$ cat config.mk
export PLATFORM = sky130hd
export DESIGN_NAME = host_port
export DESIGN_NICKNAME = d
export VERILOG_FILES = /design/src/rtl/host_port.v /design/src/rtl/word_store.v
export VERILOG_INCLUDE_DIRS = /design/src /design/src/rtl
export SDC_FILE = /design/constraint.sdc
export NUM_CORES = 2
export LEC_CHECK = 0
export BUFFER_PORTS_ARGS = -buffer_cell sky130_fd_sc_hd__clkbuf_2
export CAP_MARGIN = 15
export CELL_PAD_IN_SITES_DETAIL_PLACEMENT = 1
export CELL_PAD_IN_SITES_GLOBAL_PLACEMENT = 1
export CORE_MARGIN = 2
export CORE_UTILIZATION = 35
export DETAILED_ROUTE_END_ITERATION = 12
export PLACE_DENSITY = 0.62
export SETUP_SLACK_MARGIN = 0.2
export SLEW_MARGIN = 5
export SYNTH_ARGS = -nofsm -noshare
export SYNTH_HDL_FRONTEND = slang
export SYNTH_SLANG_ARGS = --single-unit
$ cat constraint.sdc
create_clock -name REF_CLK -period 4.8 [get_ports REF_CLK]
set_input_delay 1.2 -clock REF_CLK [delete_from_list [all_inputs] [get_ports REF_CLK]]
set_output_delay 1.2 -clock REF_CLK [all_outputs]
set_load 0.02 [all_outputs]
$ cat src/rtl/host_port_consts.vh
`ifndef HOST_PORT_CONSTS_VH
`define HOST_PORT_CONSTS_VH
// access type codes carried on the access type select pins
`define ACC_CONTROL 2'h0
`define ACC_DATA_AUTO 2'h1
`define ACC_ADDRESS 2'h2
`define ACC_DATA_FIXED 2'h3
// reset value of the data latch
`define DATA_LATCH_RST 32'h00000000
// reset value of the address pointer
`define ADDR_PTR_RST 32'h00000000
// address step for auto increment, one word
`define ADDR_STEP 32'h00000004
`endif

$ cat src/rtl/host_port.v
`timescale 1ns/1ps
`include "host_port_consts.vh"
// =====================================================================
// host port strobe and ready logic
// Notes on behaviour
// strobe low when selected and strobes differ
// ready output held low while deselected
// busy shown on select while finishing prior op
// first-half data read fetches word, busy until loaded
// busy after second-half data write or auto read
// control and address accesses leave ready alone
// host holds strobe until ready goes low
// read data valid before ready falls
// selects sampled at strobe fall, held for access
module host_port #(
    parameter AW = 6
) (
    input wire REF_CLK,
    input wire ARST_N,
    input wire PORT_SELECT_N,
    input wire DATA_STROBE_ONE_N,
    input wire DATA_STROBE_TWO_N,
    input wire [1:0] ACCESS_TYPE_SELECT,
    input wire READ_WRITE_SELECT,
    input wire HALFWORD_ORDER_SELECT,
    input wire [15:0] HOST_DATA_BUS_IN,
    output reg [15:0] HOST_DATA_BUS_OUT,
    output wire HOST_DATA_BUS_OE,
    output wire PORT_BUSY_INDICATOR,
    output wire [31:0] PORT_CONTROL_REGISTER
);
    // =================================================================
    // strobe combine and edge detect
    wire combined_access_strobe; // active low
    assign combined_access_strobe = ~(DATA_STROBE_ONE_N ^ DATA_STROBE_TWO_N) | PORT_SELECT_N;
    reg strobe_d_r; // strobe one cycle ago
    wire strobe_fall;
    wire strobe_rise;
    assign strobe_fall = strobe_d_r & ~combined_access_strobe;
    assign strobe_rise = ~strobe_d_r & combined_access_strobe;

    // =================================================================
    // state machine
    localparam ST_IDLE = 2'h0; // nothing pending
    localparam ST_FETCH = 2'h1; // read fetch in flight
    localparam ST_ACTIVE = 2'h2; // strobe low, data stable
    localparam ST_FINISH = 2'h3; // completing write or auto read
    reg [1:0] state_r;
    reg [1:0] state_nxt;
    reg [1:0] acc_type_r; // sampled access type
    reg rnw_r; // sampled read/write
    reg half_r; // sampled half-word select, 1 = second
    reg [31:0] data_latch_register;
    reg [31:0] address_pointer_register;
    reg [31:0] port_control_register;
    reg [1:0] fetch_cnt_r; // memory read latency counter
    reg busy_r; // internal busy level
    wire is_data;
    wire [1:0] acc_now;
    wire [31:0] mem_rd;
    reg mem_we;
    assign acc_now = ACCESS_TYPE_SELECT;
    assign is_data = (acc_type_r == `ACC_DATA_AUTO) | (acc_type_r == `ACC_DATA_FIXED);

    // memory behind the auxiliary channel
    word_store #(.AW(AW), .DW(32)) u_store (
        .clk(REF_CLK),
        .wr_en(mem_we),
        .addr(address_pointer_register[AW+1:2]),
        .wr_data(data_latch_register),
        .rd_data(mem_rd)
    );

    // ready is only driven while selected; low otherwise
    assign PORT_BUSY_INDICATOR = ~PORT_SELECT_N & busy_r;
    // drive data bus during a read while strobe is low
    assign HOST_DATA_BUS_OE = rnw_r & (state_r == ST_ACTIVE) & ~combined_access_strobe;
    assign PORT_CONTROL_REGISTER = port_control_register;

    // =================================================================
    // next state
    always @*
    begin
        state_nxt = state_r;
        mem_we = 1'b0;
        case (state_r)
            ST_IDLE:
            begin
                if (strobe_fall)
                begin
                    // a first-half data read starts a fetch
                    if (READ_WRITE_SELECT & ~HALFWORD_ORDER_SELECT &&
                        (acc_now == `ACC_DATA_AUTO || acc_now == `ACC_DATA_FIXED))
                    begin
                        state_nxt = ST_FETCH;
                    end
                    else
                    begin
                        state_nxt = ST_ACTIVE;
                    end
                end
            end
            ST_FETCH:
            begin
                if (fetch_cnt_r == 2'h2)
                begin
                    state_nxt = ST_ACTIVE;
                end
            end
            ST_ACTIVE:
            begin
                if (strobe_rise)
                begin
                    // only a second half data write or auto read needs finishing
                    if (half_r && ((is_data && !rnw_r) || acc_type_r == `ACC_DATA_AUTO))
                    begin
                        state_nxt = ST_FINISH;
                    end
                    else
                    begin
                        state_nxt = ST_IDLE;
                    end
                end
            end
            ST_FINISH:
            begin
                mem_we = ~rnw_r;
                state_nxt = ST_IDLE;
            end
            default:
            begin
                state_nxt = ST_IDLE;
            end
        endcase
    end

    // =================================================================
    // registers
    always @(posedge REF_CLK or negedge ARST_N)
    begin
        if (!ARST_N)
        begin
            strobe_d_r <= 1'b1;
            state_r <= ST_IDLE;
            acc_type_r <= 2'h0;
            rnw_r <= 1'b0;
            half_r <= 1'b0;
            fetch_cnt_r <= 2'h0;
            busy_r <= 1'b0;
            data_latch_register <= `DATA_LATCH_RST;
            address_pointer_register <= `ADDR_PTR_RST;
            port_control_register <= 32'h00000000;
            HOST_DATA_BUS_OUT <= 16'h0000;
        end
        else
        begin
            strobe_d_r <= combined_access_strobe;
            state_r <= state_nxt;
            // sample selects at strobe fall and keep them
            if (strobe_fall && state_r == ST_IDLE)
            begin
                acc_type_r <= acc_now;
                rnw_r <= READ_WRITE_SELECT;
                half_r <= HALFWORD_ORDER_SELECT;
            end
            // busy high while fetching or finishing; a fetch keeps busy one extra
            // cycle so the read data are already on the bus when ready falls
            busy_r <= (state_nxt == ST_FETCH) | (state_nxt == ST_FINISH) |
                (state_r == ST_FETCH);
            fetch_cnt_r <= (state_r == ST_FETCH) ? fetch_cnt_r + 2'h1 : 2'h0;
            // load latch from memory when fetch completes
            if (state_r == ST_FETCH && fetch_cnt_r == 2'h2)
            begin
                data_latch_register <= mem_rd;
                // a fetch is always a first half, so the low half goes out now
                HOST_DATA_BUS_OUT <= mem_rd[15:0];
            end
            // present read data a cycle before ready may fall
            if (state_r == ST_ACTIVE && rnw_r)
            begin
                case (acc_type_r)
                    `ACC_CONTROL: HOST_DATA_BUS_OUT <= half_r ? port_control_register[31:16]
                        : port_control_register[15:0];
                    `ACC_ADDRESS: HOST_DATA_BUS_OUT <= half_r ? address_pointer_register[31:16]
                        : address_pointer_register[15:0];
                    default: HOST_DATA_BUS_OUT <= half_r ? data_latch_register[31:16]
                        : data_latch_register[15:0];
                endcase
            end
            // writes take host data while the strobe is held low; the last cycle
            // before the rise wins, since the host may drop its data with the strobe
            if (state_r == ST_ACTIVE && !combined_access_strobe && !rnw_r)
            begin
                case (acc_type_r)
                    `ACC_CONTROL:
                    begin
                        if (half_r)
                            port_control_register[31:16] <= HOST_DATA_BUS_IN;
                        else
                            port_control_register[15:0] <= HOST_DATA_BUS_IN;
                    end
                    `ACC_ADDRESS:
                    begin
                        if (half_r)
                            address_pointer_register[31:16] <= HOST_DATA_BUS_IN;
                        else
                            address_pointer_register[15:0] <= HOST_DATA_BUS_IN;
                    end
                    default:
                    begin
                        if (half_r)
                            data_latch_register[31:16] <= HOST_DATA_BUS_IN;
                        else
                            data_latch_register[15:0] <= HOST_DATA_BUS_IN;
                    end
                endcase
            end
            // auto increment after the operation completes
            if (state_r == ST_FINISH && acc_type_r == `ACC_DATA_AUTO)
            begin
                address_pointer_register <= address_pointer_register + `ADDR_STEP;
            end
        end
    end
endmodule // host_port

$ cat src/rtl/word_store.v
`timescale 1ns/1ps
// =====================================================================
// small word memory standing in for the memory behind the aux channel
module word_store #(
    parameter AW = 6,
    parameter DW = 32
) (
    input wire clk,
    input wire wr_en,
    input wire [AW-1:0] addr,
    input wire [DW-1:0] wr_data,
    output reg [DW-1:0] rd_data
);
    reg [DW-1:0] mem [0:(1<<AW)-1]; // storage, no reset
    // registered read, one cycle latency
    always @(posedge clk)
    begin
        if (wr_en)
        begin
            mem[addr] <= wr_data;
        end
        rd_data <= mem[addr];
    end
endmodule // word_store

==> metrics.txt <==
Clock Latency Late Sink 0.90 ns; outcome finished, final reports clean; Seq/Total Area, Yosys 0.763; vias in the first global route 51200; detail-routed via count per cell 6.07; maximum VDD drop 0.437 mV; final setup fails 0; Worst-Margin Slew 1.39 ns; Boundary Pins 75; total number of vias 51700; metal2 WL 143 mm; ys async rst share 0.0554; cts hold-fix bufs 0; Starting DRT DRC Count 8154; Post-Synthesis Cells 4805; CTS tree done; Pwr Total 63.7 mW; Post-synth EDFFs 2048; metal1 wirelength 123 mm; share of cells above drive strength 1 0.228; Residual DRC 0; largest area contributor in the netlist edfxtp_1; r2r endpoint u_store.rd_data[24]$_DFF_P_; top post-synthesis cells by area edfxtp_1 (72%), mux4_2 (4.4%), mux2i_1 (3.7%); Rel. slew slack 0.0750; Hold Crit Class input pin to asynchronous set/reset pin; worst reg-to-reg path cell count 8; Clock transition at path regs 0.06 ns; critical path peak fanout 33; final worst path period need 4.54 ns; Placed Cells 8103; Finished Layout Cells 8528; Synth top area share 0.720; Pwr per Cell Area 639 nW/um2; Resize count post-CTS 0; fillers 23500; fin util 0.410; Post-CTS Setup Bufs 0; hold_ws 0.362 ns; Starting Density 0.351; die height 498 um; cts bufs inserted 221; Hold Fails Final Rpt 0; Mapped Nets 4832; WP buf/inv 3; Period Utilization, post-route 0.946; RSZ-0062 raised after global routing false; CTS Sinks 2202; Achievable Freq 0.220 GHz; NumNets Final 5152; Worst R2R Setup Slack 0.26 ns; met3 wire length 34.2 mm; most numerous cell on the critical path buf_4; drt wl/cell 37.2 um; CP delay by family, top compound AO/OA/AOI/OAI gates; Seq cells post-synth 2202; Final Wtd Congestion 0.918; Area Overhead vs Synth 16.8%; die area 248000 um2; H-tree depth 4; CP peak stage delay 0.91 ns; uppermost layer routed met5; largest net degree at the start of global routing 85; root buffer cell clkbuf_16; DPL Wire Length 193 mm; Cell Rows 181; RR Startpoint address_pointer_register[2]$_DFFE_PN0P_; Clock Skews 0.0446 ns; Routed Antenna Nets 0; most common library cells after synthesis edfxtp_1 (2048), mux2i_1 (318), nor2_1 (261), a21oi_1 (199), a221oi_1 (198); first-pass GRT wire length 433 mm; Post-Synthesis Cell Area 85400 um2; CP Capture Type flip-flop; Critical Path AT 5.26 ns; iteration count of the initial detailed-routing pass 6; GRT overflow 0; Max Cap Viol 0; most frequent cell after synthesis edfxtp_1; CORE AREA 243000 um2; CP Data Required Time 5.52 ns; CP Launch Type flip-flop; Pleak 32.9 nW; CP Cell Sequence buf_12, buf_4, mux4_2, mux2i_1, o21ai_0, buf_4, a211oi_1, o211ai_1; GRT Util Overall 0.250; Primary FF master, synth edfxtp_1; setup TNS 0 ns; CP max-delay cell a211oi_1; Yosys warnings 0; Die Wd 498 um; Yosys cell types 76; syn avg cell area 17.8 um2; routed wire length 317 mm; CP Class flip-flop to flip-flop; Slew Limit Fails 0; Max clock buf depth 3; Port Buf Inserts 74; initial antenna violation count 30
layer usage:
layer / track usage / up-vias
met4: 0.120 / 14
met2: 0.383 / 3270
met1: 0.339 / 27600
li1: - / 20200
met5: 0 / -
met3: 0.0554 / 585
power by group:
group / total [mW] / switching (mW) / internal [mW]
Sequential: 26.0 / 2.38 / 23.7
Combinational: 19.9 / 13.7 / 6.24
Clock: 17.8 / 7.59 / 10.2
registers in the layout (all words and copies together) (netlist names), 2 cells and up:
name and count:
state_r 2, data_latch_register 32, fetch_cnt_r 2, u_store.mem 2048, acc_type_r 2, PORT_CONTROL_REGISTER 32, HOST_DATA_BUS_OUT 16, address_pointer_register 32
u_store.rd_data 32
cells in the final DEF, fill, tap and decap left out, types with 85 or more instances in the layout:
| cell type | count |
|---|---|
| buf_4 | 287 |
| a22oi_1 | 128 |
| nand2_1 | 179 |
| dfrtp_1 | 85 |
| o21ai_0 | 151 |
| nor2_1 | 191 |
| o22ai_1 | 87 |
| a221oi_1 | 198 |
| mux4_2 | 168 |
| clkbuf_16 | 224 |
| mux2_2 | 153 |
| mux2i_1 | 317 |
| edfxtp_1 | 2048 |
| a21oi_1 | 199 |
metrics by stage:
step	setup slack (ns)	instance area (um2)
final	0.259	99700
after global routing	0.313	99700
after CTS	0.329	99700
after detailed placement	0.350	92300
after global placement	0.250	92200
after floorplan	1.19	85400
kinds of logic (layout without fill, tap and decap cells):
logic type               Yosys count  in the layout  synth area share
adder cells (fa/ha/maj)            2              2          0.000293
other                              0              8                 0
AND/OR/NAND/NOR                  628            628            0.0334
multiplexers                     639            639             0.102
XOR/XNOR                           3              3          0.000308
AO/OA/AOI/OAI                    995            995            0.0815
flip-flops                      2202           2202             0.763
buffers and inverters            336            849            0.0193
how the worst max path moves through the flow:
stage	startpoint	end	slack, ns	cells after the start
final	address_pointer_register[2]$_DFFE_PN0P_	u_store.rd_data[24]$_DFF_P_	0.26	8
after global routing	address_pointer_register[2]$_DFFE_PN0P_	u_store.rd_data[24]$_DFF_P_	0.31	9
after CTS	address_pointer_register[2]$_DFFE_PN0P_	u_store.rd_data[24]$_DFF_P_	0.33	9
after detailed placement	address_pointer_register[2]$_DFFE_PN0P_	u_store.rd_data[24]$_DFF_P_	0.35	9
after global placement	address_pointer_register[2]$_DFFE_PN0P_	u_store.rd_data[24]$_DFF_P_	0.25	9
after floorplan	address_pointer_register[3]$_DFFE_PN0P_	u_store.mem[0][0]$_DFFE_PP_	1.19	7
final cells by class:
type                            instances  area [um2]  share of cell area
Tap cell                             3202        4010              0.0402
Clock buffer                          287        6000              0.0602
Clock inverter                        129        1440              0.0144
Timing Repair Buffer                  425        3810              0.0382
Inverter                                8        38.8            0.000389
Antenna cell                            8        20.0            0.000201
Multi-Input combinational cell       2267       19200               0.192
Sequential cell                      2202       65300               0.654
worst reg2reg max path: cells and delay by family, from the launching register on:
kind / cells / cell delay [ns]
flops: 1 / 0.86
compound gates: 3 / 1.56
buf+inv: 3 / 0.89
mux: 2 / 1.07
Power figures use the tool's default switching activity.
